## config.mk

```make
export PLATFORM = sky130hd
export DESIGN_NAME = mbs_function_handler
export DESIGN_NICKNAME = d
export VERILOG_FILES = /design/src/hdl/mbs_pkg.sv /design/src/hdl/mbs_crc16.sv /design/src/hdl/mbs_frame_ram.sv /design/src/hdl/mbs_function_handler.sv
export VERILOG_INCLUDE_DIRS = /design/src /design/src/hdl
export SDC_FILE = /design/constraint.sdc
export NUM_CORES = 1
export LEC_CHECK = 0
export BUFFER_PORTS_ARGS = -buffer_cell sky130_fd_sc_hd__buf_4
export CAP_MARGIN = 15
export CORE_MARGIN = 2
export CORE_UTILIZATION = 60
export CTS_CLUSTER_DIAMETER = 60
export CTS_CLUSTER_SIZE = 24
export DETAILED_ROUTE_END_ITERATION = 7
export PLACE_DENSITY = 0.75
export SYNTH_ARGS = -nofsm -noshare
export SYNTH_HDL_FRONTEND = slang
export SYNTH_SLANG_ARGS = --single-unit
```

## constraint.sdc

```tcl
create_clock -name CLOCK -period 5 [get_ports CLOCK]
set_input_delay 0.25 -clock CLOCK [delete_from_list [all_inputs] [get_ports CLOCK]]
set_output_delay 0.25 -clock CLOCK [all_outputs]
set_load 0.02 [all_outputs]
```

## src/hdl/mbs_params.svh

```systemverilog
// Purpose: Constants of the serial slave request handler
// Assumes: Included by the mbs_crc16 and mbs_function_handler design files
// Notes:   Offsets and codes only, no logic
`ifndef MBS_PARAMS_SVH
`define MBS_PARAMS_SVH

`define MBS_FC_RD_COILS   8'h01
`define MBS_FC_RD_REGS    8'h03
`define MBS_FC_WR_COIL    8'h05
`define MBS_FC_WR_REG     8'h06
`define MBS_FC_ERR_FLAG   8'h80
`define MBS_EXC_ADDR      8'h02
`define MBS_EXC_VALUE     8'h03
`define MBS_EXC_NONE      8'h00
`define MBS_BCAST_ADDR    8'h00
`define MBS_MAX_SLAVE     8'hF7
`define MBS_QUERY_LEN     8'h08
`define MBS_RXCNT_MAX     8'hFF
`define MBS_MAX_ITEMS     16'h0008
`define MBS_STAT_LAST     16'h0007
`define MBS_CMD_FIRST     16'h0064
`define MBS_CMD_LAST      16'h006B
`define MBS_COIL_ON       16'hFF00
`define MBS_COIL_OFF      16'h0000
`define MBS_BASIC_BASE    16'h1388
`define MBS_VAR_CMD       16'h138B
`define MBS_VAR_SPEED     16'h138C
`define MBS_SPEED_RST     16'h0000
`define MBS_CMD_RST       8'h00
`define MBS_CRC_INIT      16'hFFFF
`define MBS_CRC_POLY      16'hA001
`define MBS_TX_DEPTH      32

`endif

```

## src/hdl/mbs_pkg.sv

```systemverilog
// Purpose: Types of the serial slave request handler
// Assumes: Nothing
// Notes:   States carry no explicit codes
`default_nettype none
package mbs_pkg;

    // Eighteen states need five bits
    typedef enum logic [4:0] {
        ST_RX,
        ST_CHECK,
        ST_EXEC,
        ST_HDR_A,
        ST_HDR_F,
        ST_BCNT,
        ST_BITS,
        ST_REG_RD,
        ST_REG_HI,
        ST_REG_LO,
        ST_ECHO,
        ST_EXC,
        ST_SEND_LD,
        ST_SEND_FETCH,
        ST_SEND_GO,
        ST_CRC_PREP,
        ST_CRC_LO,
        ST_CRC_HI
    } mbs_state_type;

endpackage
`default_nettype wire

```

## src/hdl/mbs_crc16.sv

```systemverilog
// Purpose: Running frame check over a byte stream
// Assumes: One byte per enable; clear wins over enable
// Notes:   Over a whole good frame including its check bytes the value ends at zero
`timescale 1ns/1ps
`default_nettype none
`include "mbs_params.svh"
module mbs_crc16
(
    input  wire logic        clk,
    input  wire logic        rst,
    input  wire logic        clr,
    input  wire logic        en,
    input  wire logic [7:0]  data,
    output var  logic [15:0] crc_q
);

    function automatic logic [15:0] crc_byte(input logic [15:0] c, input logic [7:0] d);
        logic [15:0] t;
        t = c ^ {8'h00, d};
        for (int i = 0; i < 8; i++)
        begin
            t = t[0] ? ((t >> 1) ^ `MBS_CRC_POLY) : (t >> 1);
        end
        return t;
    endfunction

    always_ff @(posedge clk)
    begin
        if (rst || clr)
            crc_q <= `MBS_CRC_INIT;
        else if (en)
            crc_q <= crc_byte(crc_q, data);
    end
endmodule // mbs_crc16
`default_nettype wire

```

## src/hdl/mbs_frame_ram.sv

```systemverilog
// Purpose: Response byte store
// Assumes: One write and one read port
// Notes:   Read data come out of a register, one cycle after the address
`timescale 1ns/1ps
`default_nettype none
module mbs_frame_ram #(
    parameter int DW    = 8,
    parameter int DEPTH = 32,
    parameter int AW    = $clog2(DEPTH)
)
(
    input  wire logic          clk,
    input  wire logic          wr_en,
    input  wire logic [AW-1:0] wr_addr,
    input  wire logic [DW-1:0] wr_data,
    input  wire logic [AW-1:0] rd_addr,
    output var  logic [DW-1:0] rd_data
);

    logic [DW-1:0] mem [0:DEPTH-1];

    always_ff @(posedge clk)
    begin
        if (wr_en)
            mem[wr_addr] <= wr_data;
    end

    always_ff @(posedge clk)
    begin
        rd_data <= mem[rd_addr];
    end

endmodule // mbs_frame_ram
`default_nettype wire

```

## src/hdl/mbs_function_handler.sv

```systemverilog
// Purpose: Slave request handler for coil/register read and single writes
// Assumes: Bytes arrive checked for framing; RX_END marks the frame gap
// Notes:   Response is built in a small store, then streamed with its check
`timescale 1ns/1ps
`default_nettype none
`include "mbs_params.svh"
module mbs_function_handler #(
    parameter int TX_DEPTH = `MBS_TX_DEPTH,
    parameter int AW       = $clog2(TX_DEPTH)
)
(
    input  wire logic        CLOCK,
    input  wire logic        SYS_RST,
    input  wire logic [7:0]  SLAVE_ADDR,
    input  wire logic        RX_VALID,
    input  wire logic [7:0]  RX_DATA,
    input  wire logic        RX_END,
    output logic             TX_VALID,
    output logic [7:0]       TX_DATA,
    output logic             TX_LAST,
    input  wire logic        TX_READY,
    input  wire logic [7:0]  STATUS_BITS,
    output logic [7:0]       CMD_BITS,
    output logic [15:0]      SPEED_REF,
    output logic [15:0]      REG_ADDR,
    output logic             REG_RD,
    input  wire logic [15:0] REG_RDATA,
    output logic             REG_WR,
    output logic [15:0]      REG_WDATA
);

    mbs_pkg::mbs_state_type state_r;
    logic [7:0]    rx_b_r [0:7];
    logic [7:0]    rx_cnt_r;
    logic [7:0]    cmd_r;
    logic [15:0]   speed_r;
    logic          err_r;
    logic [7:0]    exc_code_r;
    logic [AW-1:0] tx_len_r;
    logic [AW-1:0] snd_r;
    logic [2:0]    idx_r;
    logic [15:0]   item_r;
    logic [15:0]   addr_cur_r;
    logic [7:0]    acc_r;
    logic [7:0]    lo_r;
    logic [7:0]    tx_data_r;
    logic [15:0]   crc_q;
    logic [7:0]    ram_q;
    logic [7:0]    fc;
    logic [15:0]   start;
    logic [15:0]   qty;
    logic [15:0]   last;
    logic          bcast;
    logic          own;
    logic          crc_clr;
    logic          crc_en;
    logic [7:0]    crc_data;
    logic          emit;
    logic [7:0]    emit_data;
    logic          bit_val;
    logic [7:0]    acc_nxt;
    logic [15:0]   reg_word;
    logic [7:0]    exec_code;
    logic          exec_drop;
    logic [2:0]    coil_idx;

    function automatic logic in_bits(input logic [15:0] a);
        return (a <= `MBS_STAT_LAST) || (a >= `MBS_CMD_FIRST && a <= `MBS_CMD_LAST);
    endfunction

    function automatic logic [7:0] bits_to_bytes(input logic [15:0] q);
        logic [15:0] t;
        t = q + 16'h0007;
        return t[10:3];
    endfunction

    assign fc    = rx_b_r[1];
    assign start = {rx_b_r[2], rx_b_r[3]};
    assign qty   = {rx_b_r[4], rx_b_r[5]};
    assign last  = start + qty - 16'h0001;
    assign bcast = (rx_b_r[0] == `MBS_BCAST_ADDR);
    assign own   = (rx_b_r[0] == SLAVE_ADDR) && (SLAVE_ADDR != `MBS_BCAST_ADDR) && (SLAVE_ADDR <= `MBS_MAX_SLAVE);
    assign coil_idx = 3'(start - `MBS_CMD_FIRST);

    assign CMD_BITS  = cmd_r;
    assign SPEED_REF = speed_r;
    assign TX_DATA   = tx_data_r;
    assign REG_ADDR  = addr_cur_r;
    assign REG_WDATA = qty;
    assign TX_VALID  = (state_r == mbs_pkg::ST_SEND_GO) || (state_r == mbs_pkg::ST_CRC_LO) ||
                       (state_r == mbs_pkg::ST_CRC_HI);
    assign TX_LAST   = (state_r == mbs_pkg::ST_CRC_HI);
    assign REG_RD    = (state_r == mbs_pkg::ST_REG_RD);
    // External store gets writes outside the internal variables
    assign REG_WR    = (state_r == mbs_pkg::ST_EXEC) && (fc == `MBS_FC_WR_REG) &&
                       (start != `MBS_VAR_SPEED) && (start != `MBS_VAR_CMD);

    // Check runs over received bytes, then over sent bytes
    assign crc_clr  = (state_r == mbs_pkg::ST_CHECK) || ((state_r == mbs_pkg::ST_CRC_HI) && TX_READY);
    assign crc_en   = ((state_r == mbs_pkg::ST_RX) && RX_VALID) || ((state_r == mbs_pkg::ST_SEND_GO) && TX_READY);
    assign crc_data = (state_r == mbs_pkg::ST_RX) ? RX_DATA : tx_data_r;

    mbs_crc16 u_crc (
        .clk   (CLOCK),
        .rst   (SYS_RST),
        .clr   (crc_clr),
        .en    (crc_en),
        .data  (crc_data),
        .crc_q (crc_q)
    );

    mbs_frame_ram #(.DW(8), .DEPTH(TX_DEPTH), .AW(AW)) u_ram (
        .clk     (CLOCK),
        .wr_en   (emit),
        .wr_addr (tx_len_r),
        .wr_data (emit_data),
        .rd_addr (snd_r),
        .rd_data (ram_q)
    );

    // Status bits and command bits share one bit space
    assign bit_val = (addr_cur_r <= `MBS_STAT_LAST) ? STATUS_BITS[addr_cur_r[2:0]]
                                                   : cmd_r[3'(addr_cur_r - `MBS_CMD_FIRST)];
    // Bit n of the run goes to position n mod 8
    assign acc_nxt = acc_r | (8'(bit_val) << item_r[2:0]);
    // Internal basic variables answer before the external store
    assign reg_word = (addr_cur_r == `MBS_VAR_SPEED) ? speed_r :
                      (addr_cur_r == `MBS_VAR_CMD) ? {8'h00, cmd_r} : REG_RDATA;

    always_comb
    begin
        exec_code = `MBS_EXC_NONE;
        exec_drop = bcast;
        case (fc)
            // Contiguous bit run inside one bank
            `MBS_FC_RD_COILS:
            begin
                if (qty == 16'h0000 || qty > `MBS_MAX_ITEMS)
                    exec_code = `MBS_EXC_VALUE;
                else if (!in_bits(start) || !in_bits(last) || ((start <= `MBS_STAT_LAST) != (last <= `MBS_STAT_LAST)))
                    exec_code = `MBS_EXC_ADDR;
            end
            `MBS_FC_RD_REGS:
            begin
                if (qty == 16'h0000 || qty > `MBS_MAX_ITEMS)
                    exec_code = `MBS_EXC_VALUE;
            end
            // Only command bits accept a write
            `MBS_FC_WR_COIL:
            begin
                // Broadcast write runs but stays silent
                exec_drop = bcast;
                if (start < `MBS_CMD_FIRST || start > `MBS_CMD_LAST)
                    exec_code = `MBS_EXC_ADDR;
                else if (qty != `MBS_COIL_ON && qty != `MBS_COIL_OFF)
                    exec_code = `MBS_EXC_VALUE;
            end
            `MBS_FC_WR_REG:
            begin
                exec_drop = bcast;
            end
            default:
            begin
                exec_drop = 1'b1;
            end
        endcase
    end

    always_comb
    begin
        emit      = 1'b0;
        emit_data = 8'h00;
        case (state_r)
            mbs_pkg::ST_HDR_A:
            begin
                emit      = 1'b1;
                emit_data = rx_b_r[0];
            end
            mbs_pkg::ST_HDR_F:
            begin
                emit      = 1'b1;
                emit_data = err_r ? (fc | `MBS_FC_ERR_FLAG) : fc;
            end
            mbs_pkg::ST_BCNT:
            begin
                emit      = 1'b1;
                emit_data = (fc == `MBS_FC_RD_COILS) ? bits_to_bytes(qty) : {qty[6:0], 1'b0};
            end
            // Byte closes at bit 7 or at the last bit, upper zero
            mbs_pkg::ST_BITS:
            begin
                emit      = (item_r[2:0] == 3'h7) || (item_r == qty - 16'h0001);
                emit_data = acc_nxt;
            end
            mbs_pkg::ST_REG_HI:
            begin
                emit      = 1'b1;
                emit_data = reg_word[15:8];
            end
            mbs_pkg::ST_REG_LO:
            begin
                emit      = 1'b1;
                emit_data = lo_r;
            end
            // Echo of address and value fields
            mbs_pkg::ST_ECHO:
            begin
                emit      = 1'b1;
                emit_data = rx_b_r[idx_r];
            end
            mbs_pkg::ST_EXC:
            begin
                emit      = 1'b1;
                emit_data = exc_code_r;
            end
            default:
            begin
                emit = 1'b0;
            end
        endcase
    end

    always_ff @(posedge CLOCK)
    begin
        if (SYS_RST)
            state_r <= mbs_pkg::ST_RX;
        else
            case (state_r)
                mbs_pkg::ST_RX:
                    if (RX_END)
                        state_r <= mbs_pkg::ST_CHECK;
                // Bad check or wrong length dropped; foreign address dropped
                mbs_pkg::ST_CHECK:
                    state_r <= (crc_q == 16'h0000 && rx_cnt_r == `MBS_QUERY_LEN && (own || bcast))
                               ? mbs_pkg::ST_EXEC : mbs_pkg::ST_RX;
                mbs_pkg::ST_EXEC:
                    state_r <= exec_drop ? mbs_pkg::ST_RX : mbs_pkg::ST_HDR_A;
                mbs_pkg::ST_HDR_A:
                    state_r <= mbs_pkg::ST_HDR_F;
                mbs_pkg::ST_HDR_F:
                    if (err_r)
                        state_r <= mbs_pkg::ST_EXC;
                    else if (fc == `MBS_FC_RD_COILS || fc == `MBS_FC_RD_REGS)
                        state_r <= mbs_pkg::ST_BCNT;
                    else
                        state_r <= mbs_pkg::ST_ECHO;
                mbs_pkg::ST_BCNT:
                    state_r <= (fc == `MBS_FC_RD_COILS) ? mbs_pkg::ST_BITS : mbs_pkg::ST_REG_RD;
                mbs_pkg::ST_BITS:
                    if (item_r == qty - 16'h0001)
                        state_r <= mbs_pkg::ST_SEND_LD;
                mbs_pkg::ST_REG_RD:
                    state_r <= mbs_pkg::ST_REG_HI;
                mbs_pkg::ST_REG_HI:
                    state_r <= mbs_pkg::ST_REG_LO;
                mbs_pkg::ST_REG_LO:
                    state_r <= (item_r == qty - 16'h0001) ? mbs_pkg::ST_SEND_LD : mbs_pkg::ST_REG_RD;
                // Fields 2 to 5 copied back
                mbs_pkg::ST_ECHO:
                    if (idx_r == 3'h5)
                        state_r <= mbs_pkg::ST_SEND_LD;
                mbs_pkg::ST_EXC:
                    state_r <= mbs_pkg::ST_SEND_LD;
                mbs_pkg::ST_SEND_LD:
                    state_r <= mbs_pkg::ST_SEND_FETCH;
                mbs_pkg::ST_SEND_FETCH:
                    state_r <= mbs_pkg::ST_SEND_GO;
                mbs_pkg::ST_SEND_GO:
                    if (TX_READY)
                        state_r <= (snd_r == tx_len_r - 1'b1) ? mbs_pkg::ST_CRC_PREP : mbs_pkg::ST_SEND_LD;
                mbs_pkg::ST_CRC_PREP:
                    state_r <= mbs_pkg::ST_CRC_LO;
                mbs_pkg::ST_CRC_LO:
                    if (TX_READY)
                        state_r <= mbs_pkg::ST_CRC_HI;
                mbs_pkg::ST_CRC_HI:
                    if (TX_READY)
                        state_r <= mbs_pkg::ST_RX;
                default:
                    state_r <= mbs_pkg::ST_RX;
            endcase
    end

    // Bytes beyond eight only count, so long frames fail the length test
    always_ff @(posedge CLOCK)
    begin
        if (SYS_RST || state_r == mbs_pkg::ST_CHECK)
            rx_cnt_r <= 8'h00;
        else if (state_r == mbs_pkg::ST_RX && RX_VALID)
        begin
            if (rx_cnt_r < `MBS_QUERY_LEN)
                rx_b_r[rx_cnt_r[2:0]] <= RX_DATA;
            if (rx_cnt_r != `MBS_RXCNT_MAX)
                rx_cnt_r <= rx_cnt_r + 8'h01;
        end
    end

    always_ff @(posedge CLOCK)
    begin
        if (SYS_RST)
        begin
            err_r      <= 1'b0;
            exc_code_r <= `MBS_EXC_NONE;
        end
        else if (state_r == mbs_pkg::ST_EXEC)
        begin
            err_r      <= (exec_code != `MBS_EXC_NONE);
            exc_code_r <= exec_code;
        end
    end

    // Coil values; command variable writes reach the bits
    always_ff @(posedge CLOCK)
    begin
        if (SYS_RST)
            cmd_r <= `MBS_CMD_RST;
        else if (state_r == mbs_pkg::ST_EXEC && exec_code == `MBS_EXC_NONE)
        begin
            if (fc == `MBS_FC_WR_COIL)
                cmd_r[coil_idx] <= (qty == `MBS_COIL_ON);
            else if (fc == `MBS_FC_WR_REG && start == `MBS_VAR_CMD)
                cmd_r <= qty[7:0];
        end
    end

    always_ff @(posedge CLOCK)
    begin
        if (SYS_RST)
            speed_r <= `MBS_SPEED_RST;
        else if (state_r == mbs_pkg::ST_EXEC && fc == `MBS_FC_WR_REG && start == `MBS_VAR_SPEED)
            speed_r <= qty;
    end

    always_ff @(posedge CLOCK)
    begin
        if (SYS_RST || state_r == mbs_pkg::ST_CHECK)
        begin
            tx_len_r   <= '0;
            snd_r      <= '0;
            idx_r      <= 3'h2;
            item_r     <= 16'h0000;
            acc_r      <= 8'h00;
            lo_r       <= 8'h00;
            addr_cur_r <= start;
        end
        else
        begin
            if (emit)
                tx_len_r <= tx_len_r + 1'b1;
            if (state_r == mbs_pkg::ST_BITS || state_r == mbs_pkg::ST_REG_LO)
            begin
                item_r     <= item_r + 16'h0001;
                addr_cur_r <= addr_cur_r + 16'h0001;
            end
            if (state_r == mbs_pkg::ST_BITS)
                acc_r <= emit ? 8'h00 : acc_nxt;
            if (state_r == mbs_pkg::ST_REG_HI)
                lo_r <= reg_word[7:0];
            if (state_r == mbs_pkg::ST_ECHO)
                idx_r <= idx_r + 3'h1;
            if (state_r == mbs_pkg::ST_SEND_GO && TX_READY)
                snd_r <= snd_r + 1'b1;
        end
    end

    always_ff @(posedge CLOCK)
    begin
        if (SYS_RST)
            tx_data_r <= 8'h00;
        else if (state_r == mbs_pkg::ST_SEND_FETCH)
            tx_data_r <= ram_q;
        else if (state_r == mbs_pkg::ST_CRC_PREP)
            tx_data_r <= crc_q[7:0];
        else if (state_r == mbs_pkg::ST_CRC_LO && TX_READY)
            tx_data_r <= crc_q[15:8];
    end
endmodule // mbs_function_handler
`default_nettype wire

```

Word level (Yosys, flattened, before mapping)
Memories as Yosys holds them, arrays and structs flattened. A register that Yosys moved wholly into a read port is not among the register bits.
Index checks and enable logic that the tools add are counted.
W data, S select, Z words.
Operators by class
  reduce and logical (&&, ||, !) cells: 52
  shift operators: 1
  multiplexer cells: 60
  bitwise logic cells: 10
  equality and inequality tests: 43
  order comparisons: 16
  $add $sub $neg: 13
Operator list (count)
  $mux W16: 12
  $pmux W5 S18: 1
  $mux W8: 9
  $eq A16 B13 Y1 const B: 4
  $pmux W8 S8: 1
  $le A16 B3 Y1 const B: 3
  $eq A5 B4 Y1 const B: 8
  $add A16 B1 Y16 const B: 2
  $ge A16 B7 Y1 const B: 2
  $le A16 B7 Y1 const B: 2
  $logic_not A16 Y1: 2
  $ne A16 B13 Y1 const B: 2
  $sub A16 B1 Y16 const B: 2
  $mux W5: 6
  $not A2 Y3: 8
  $eq A5 B3 Y1 const B: 4
  $logic_and A1 B1 Y1: 18
  $add A16 B16 Y16: 1
  $eq A16 B16 Y1: 1
  $eq A16 B16 Y1 const B: 1
  $eq A8 B3 Y1 const B: 2
  $gt A16 B4 Y1 const B: 1
  $gt A16 B7 Y1 const B: 1
  $logic_not A8 Y1: 2
  other kinds (48): 100
Storage, ports and cells
  output and inout port bits: 68
  memories kept: 2
  logic and storage cells: 212
  RAM bits: 320
  input bits: 45
  bits in registers: 131
Memory list
  u_ram.mem: depth 32, bits a word 8, rd ports 1, clocked after memory_dff 1, wr ports 1, line mbs_frame_ram.sv:20  | logic [DW-1:0] mem [0:DEPTH-1];
  rx_b_r: depth 8, bits a word 8, rd ports 7, clocked after memory_dff 1, wr ports 1, line mbs_function_handler.sv:33  | logic [7:0] rx_b_r [0:7];

Logic depth before layout (Yosys ltp)
Gate-level depths: netlist of run 1.
  depth in word-level cells: 19
  mapped depth: 16
  depth with buffers taken out: 15

Cells and area by module
Synthesis of run 1 repeated with hierarchy kept, for this count alone.
Second synthesis, totals
  cell total of the unflattened synthesis: 1751
  area, all modules: 21879.7 sq um
By module, submodules not included
  mbs_function_handler: sequential area each 4324.1 sq um, area each 11033.1 sq um, instances 1, cells each 1248
  mbs_frame_ram: sequential area each 7847.5 sq um, area each 10053.4 sq um, instances 1, cells each 417
  mbs_crc16: sequential area each 320.3 sq um, area each 793.3 sq um, instances 1, cells each 86

Worst setup path after synthesis of run 1
OpenSTA, ideal clock, no wires.
  path type: reg2reg
  from: memory rx_b_r[5][0]
  to: memory u_ram.mem[12][0], enable pin
  period minus slack after synthesis: 3564 ps
  data arrival time: 3180 ps
  cell stages (with the launch flop): 12
  setup slack: 1436 ps
  required time: 4617 ps
  path buffers: 1
  cell sequence: edfxtp_1 > buf_6 > inv_1 > ha_1 > nor3b_2 > a21o_1 > nand4_1 > nor3b_1 > nand3_2 > nor4_4 > o21ai_1 > nor3_1
RTL lines (line)
  from (decl): mbs_function_handler.sv:33
  to (decl): mbs_frame_ram.sv:20

==> run summary, run 1 <==
status: completed
gpl congestion: 0.932
clock buffer depth: 3
routed len/inst: 25.3 um
first-pass iteration count of the detailed router: 6
hold buffer count at cts: 5
worst-margin pin slew: 1.16 ns
CTS Buf Count: 35
Max stage delay on crit path: 0.71 ns
Worst slew margin: 22.2%
Final Hold Fails: 0
Multi-input gate area: 0.00868 mm2
P&R area growth vs syn: 12.3%
Clock Sink Count: 456
TNS Setup: 0 ns
IO Count: 113
Crit. End Element: register
setup violators final: 0
register area: 0.0125 mm2
EDFF count, synth: 336
minimum clock period: 4.31 ns
HPWL after DPL: 41200 um
DRT Wirelength: 59000 um
Tcrit/Tclk final: 86.3%
Max Clk Rate: 0.232 GHz
Antenna Violating Nets Remaining: 0
root buffer cell: clkbuf_16
Netlist cell types: 82
Die Y: 195 um
syn nets: 1831
initial antenna violation count: 1
register area share after synthesis: 57.4%
CP max FO: 10
H-tree levels: 2
Crit path buffers/inverters: 1
cell mode on critical path: o21ai_1
Initial DRC Count: 1897
Crit-path slowest cell: nor2_1
TritonCTS clock tree: yes
Final Max Slew Viols: 0
Async S/R FF share, synth: 0%
Post-synth top flop: edfxtp_1
VDD IR max: 0.620 mV
setup repair bufs after CTS: 0
HP Class: in -> reg
Warnings, synthesis: 0
core area: 0.0357 mm2
Worst-Skew Late Latency: 0.56 ns
DRC violations left: 0
share of the synthesized area in the top cell type: 46.3%
Clock Pin Slew Worst Setup and Hold Paths: 0.09 ns
max_cap viols: 0
crit path launch type: register
Cell Area, Synth: 0.0218 mm2
GRT Total Usage: 31.2%
cell accounting for the most synthesized area: edfxtp_1
crit-path cells: inv_1 -> ha_1 -> nor3b_2 -> nand4_1 -> o31ai_1 -> o21ai_1 -> nor4_4 -> o21ai_1 -> nor2_1
total power: 9.84 mW
LEAKAGE: 8.55 nW
top cells by area, synth: edfxtp_1 46%, dfxtp_1 11%, mux4_2 10%
Synth Area per Inst: 12.5 um2
Die W: 195 um
Site Rows: 69
Mapped Cells: 1740
initial core utilization: 61.1%
Fillers: 2479
port bufs: 112
Vias: 15200
RSZ-0062 raised after global routing: false
Req. time, crit path: 5.19 ns
fin nets: 1933
critical path class: reg -> reg
skew final: 0.0388 ns
die area: 0.0378 mm2
largest net degree at the start of global routing: 59
via-per-instance ratio: 6.50
Yosys reg bits: 456
CP arrival: 4.50 ns
vias in the first global route: 14500
Util after Layout: 68.6%
share of cells above drive strength 1: 18.8%
Crit path max-delay family: simple AND/OR/NAND/NOR gates
first-pass GRT wire length: 88700 um
power per cell area: 402 mW/mm2
Post-CTS Resized: 0
GRT overflow: 0
-- layout make-up --
| type | instances | share of cell area (%) |
|---|---|---|
| clock inverter | 22 | 1.15 |
| tap | 461 | 2.36 |
| clock buffer | 41 | 3.93 |
| antenna | 2 | 0.0205 |
| multi-input combinational | 1115 | 35.5 |
| timing repair buffer | 150 | 4.66 |
| sequential | 456 | 51.1 |
| inverter | 84 | 1.29 |
-- synth_stat cells (all sizes together), types with 4 or more instances --
library cell    n
or4             6
inv            83
nand3          45
o31ai           4
ha             45
a21o            8
o21ai          58
buf            17
a21oi          85
nor4           22
nand4          26
a22o            4
dfxtp         120
a221oi          5
nand3b          4
mux4          101
o211ai          7
o22ai          14
clkbuf         68
xor2           50
nor3b           6
a22oi          13
or3             8
and3           11
edfxtp        336
nor2b          11
nor2          220
xnor2          57
mux2            8
o221ai          6
a211oi         22
o21a            6
nor3           41
nand2b         12
a31oi          15
nand2         115
mux2i          30
o21bai          4
-- layout by cell type (no fill, tap or decap), types with 26 or more instances in the layout --
cell       instances
buf_4            145
o21ai_0           52
nor2_1           218
nand4_1           26
xor2_1            50
nor3_1            41
dfxtp_1          118
mux4_2           101
mux2i_1           30
a21oi_1           83
inv_1             83
xnor2_1           56
nand2_1          115
clkbuf_16         38
edfxtp_1         336
ha_1              45
nand3_1           44
-- routing by layer --
layer	track usage [%]	wire length (um)	up-vias
met5	0	10	-
met4	8.58	1500	2
met3	8.26	7170	113
met2	48.3	26900	911
met1	44.2	23400	7400
li1	-	-	6737
-- metrics by stage --
| stage | setup slack [ns] | hold WS [ns] | cell area, um2 | cells |
|---|---|---|---|---|
| after floorplan | 1.44 | 0.349 | 21800 | 1740 |
| after global placement | 0.908 | 0.450 | 23200 | 2260 |
| after detailed placement | 0.819 | 0.456 | 23200 | 2260 |
| after CTS | 0.796 | 0.00183 | 24400 | 2328 |
| after global routing | 0.507 | 0.00814 | 24500 | 2329 |
| final | 0.685 | 0.0219 | 24500 | 2331 |
-- final timing paths --
path,startpoint,cells past startpoint,to,slack [ns]
min,RX_DATA[1],1,rx_b_r[0][1],0.02
max reg2reg,rx_b_r[5][0],9,u_ram.mem[6][5],0.69
min reg2reg,acc_r[5],2,acc_r[5],0.48
max,rx_b_r[5][0],9,u_ram.mem[6][5],0.69
-- worst reg2reg max path, cell delays in order (launching register included) --
cell,delay (ns)
edfxtp_1,0.59
inv_1,0.22
ha_1,0.26
nor3b_2,0.46
nand4_1,0.20
o31ai_1,0.38
o21ai_1,0.18
nor4_4,0.46
o21ai_1,0.51
nor2_1,0.71
-- state kept, by name (all words and copies together), names as in the netlist, 8 cells and up, named ones only --
signal	flops
item_r	16
rx_cnt_r	8
REG_ADDR	16
u_crc.crc_q	16
SPEED_REF	16
CMD_BITS	8
u_ram.rd_data	8
u_ram.mem	256
rx_b_r	64
acc_r	8
lo_r	8
TX_DATA	8
-- cells by family (layout without fill, tap and decap cells) --
logic type,Yosys count,count (layout),synth area share [%]
muxes,139,139,12.2
DFF,456,456,57.4
adders and majority gates,46,46,2.68
buffers and inverters,169,297,3.01
and+or+nand+nor,540,540,11.7
AOI/OAI and AO/OA,281,281,8.45
xor gates and xnor gates,109,109,4.55
other,0,2,0
-- power breakdown --
part / total (mW) / switching (mW) / internal (mW)
logic: 2.08 / 1.28 / 0.798
registers: 4.76 / 0.291 / 4.46
clock network: 3.00 / 1.47 / 1.53
No activity file was read; power rests on OpenSTA's default activity.
==> run 2, diff against run 1 <==
- CORE_MARGIN: 2 -> 1
- CORE_UTILIZATION: 60 -> 36
- PLACE_DENSITY: 0.75 -> 0.49
==> run 2 against run 1 <==
  * Hold slack better by 0.016 ns
  * Global-route usage decreased by 9.7 points
  * Clock power up 5%
==> run summary, run 2 (synthesis gave the netlist of run 1 again) <==
fin nets: 1946 (was 1933)
vias in the first global route: 14300 (was 14500)
first-pass GRT wire length: 96700 um (was 88700 um)
TNS Setup: 0 ns (unchanged)
flop-to-flop setup slack: 0.57 ns (was 0.69 ns)
HP Class: in -> reg (unchanged)
Die Y: 248 um (was 195 um)
TritonCTS clock tree: yes (unchanged)
port bufs: 112 (unchanged)
total power: 10.0 mW (was 9.84 mW)
initial antenna violation count: 1 (unchanged)
GRT overflow: 0 (unchanged)
crit-path cells: inv_1 -> ha_1 -> nor3b_2 -> nand4_1 -> o31ai_1 -> o21ai_1 -> nor4_4 -> o21ai_1 -> nor2_1 (unchanged)
dpl cells: 2581 (was 2260)
Vias: 14800 (was 15200)
max_cap viols: 0 (unchanged)
Crit path buffers/inverters: 1 (unchanged)
Worst-Skew Late Latency: 0.60 ns (was 0.56 ns)
final non-filler cell area: 0.0250 mm2 (was 0.0245 mm2)
slack of the critical path: 0.568 ns (was 0.685 ns)
cell mode on critical path: o21ai_1 (unchanged)
minimum clock period: 4.43 ns (was 4.31 ns)
CP max FO: 8 (was 10)
first-pass iteration count of the detailed router: 5 (was 6)
Max stage delay on crit path: 0.78 ns (was 0.71 ns)
Hold WS: 0.0374 ns (was 0.0219 ns)
share of cells above drive strength 1: 19.5% (was 18.8%)
HPWL after DPL: 46700 um (was 41200 um)
Final Hold Fails: 0 (unchanged)
root buffer cell: clkbuf_16 (unchanged)
DRT Wirelength: 65900 um (was 59000 um)
Tcrit/Tclk final: 88.6% (was 86.3%)
largest net degree at the start of global routing: 59 (unchanged)
Max Clk Rate: 0.226 GHz (was 0.232 GHz)
post-placement setup slack: 0.666 ns (was 0.819 ns)
Initial DRC Count: 1370 (was 1897)
worst-margin pin slew: 1.18 ns (was 1.16 ns)
LEAKAGE: 8.63 nW (was 8.55 nW)
fin cells: 2658 (was 2331)
die area: 0.0615 mm2 (was 0.0378 mm2)
Reg with most FFs: u_ram.mem (unchanged)
met2 wire length: 29400 um (was 26900 um)
Site Rows: 89 (was 69)
gpl congestion: 0.881 (was 0.932)
Antenna Violating Nets Remaining: 0 (unchanged)
skew final: 0.0439 ns (was 0.0388 ns)
Die W: 248 um (was 195 um)
GRT Total Usage: 21.5% (was 31.2%)
critical path class: reg -> reg (unchanged)
uppermost layer routed: met5 (unchanged)
Req. time, crit path: 5.21 ns (was 5.19 ns)
Crit. End Element: register (unchanged)
Crit path max-delay family: simple AND/OR/NAND/NOR gates (unchanged)
wl on met1: 30000 um (was 23400 um)
commonest non-fill, non-tap cell in the layout: edfxtp_1 (unchanged)
Fillers: 5596 (was 2479)
via-per-instance ratio: 5.58 (was 6.50)
core area: 0.0594 mm2 (was 0.0357 mm2)
CTS Buf Count: 38 (was 35)
clock buffer depth: 3 (unchanged)
initial core utilization: 36.7% (was 61.1%)
RSZ-0062 raised after global routing: false (unchanged)
most frequent cells in the layout: 336 x edfxtp_1, 218 x nor2_1, 152 x buf_4 (was 336 x edfxtp_1, 218 x nor2_1, 145 x buf_4)
power per cell area: 401 mW/mm2 (was 402 mW/mm2)
Clock Pin Slew Worst Setup and Hold Paths: 0.08 ns (was 0.09 ns)
setup violators final: 0 (unchanged)
Util after Layout: 42.1% (was 68.6%)
H-tree levels: 2 (unchanged)
VDD IR max: 0.366 mV (was 0.620 mV)
Met3 Wirelength: 4940 um (was 7170 um)
crit path launch type: register (unchanged)
DRC violations left: 0 (unchanged)
Final Max Slew Viols: 0 (unchanged)
routed len/inst: 24.8 um (was 25.3 um)
P&R area growth vs syn: 14.8% (was 12.3%)
CP arrival: 4.64 ns (was 4.50 ns)
Worst slew margin: 20.8% (was 22.2%)
Clock Sink Count: 456 (unchanged)
Post-CTS Resized: 0 (unchanged)
max reg flops: 256 (unchanged)
status: completed (unchanged)
IO Count: 113 (unchanged)
Crit-path slowest cell: nor2_1 (unchanged)
DP Area: 0.0236 mm2 (was 0.0232 mm2)
-- run 2: layout make-up --
class                      instances  area (um2)  share of cell area [%]
multi-input combinational       1115        8680                    34.7
clock buffer                      42         976                    3.90
inverter                          84         315                    1.26
clock inverter                    27         344                    1.38
sequential                       456       12500                    50.0
timing repair buffer             160        1220                    4.89
antenna                            1        2.50                  0.0100
tap                              773         967                    3.87
-- run 2: final timing paths --
path / cells after the start / startpoint / to
max: 9 / rx_b_r[5][1] / u_ram.mem[20][3]
min reg2reg: 2 / acc_r[7] / acc_r[7]
max reg2reg: 9 / rx_b_r[5][1] / u_ram.mem[20][3]
min: 1 / RX_DATA[3] / rx_b_r[2][3]
-- run 2: power breakdown --
part	leakage, nW	total, mW	internal (mW)	switching, mW
Clock	0.635	3.14	1.57	1.57
Combinational	3.92	2.13	0.802	1.33
Sequential	4.08	4.76	4.46	0.296
-- run 2: repair_timing --
action / in CTS / in global routing
hold endpoints to repair: 36 / 0
hold buffers: 6 / 0
buffers inserted: 0 / 0
-- run 2: routing by layer --
| metal | global-route usage, % | vias to the layer above |
|---|---|---|
| met5 | 0 | - |
| met4 | 5.77 | 2 |
| met3 | 5.16 | 98 |
| met2 | 32.3 | 512 |
| met1 | 30.9 | 7458 |
| li1 | - | 6764 |
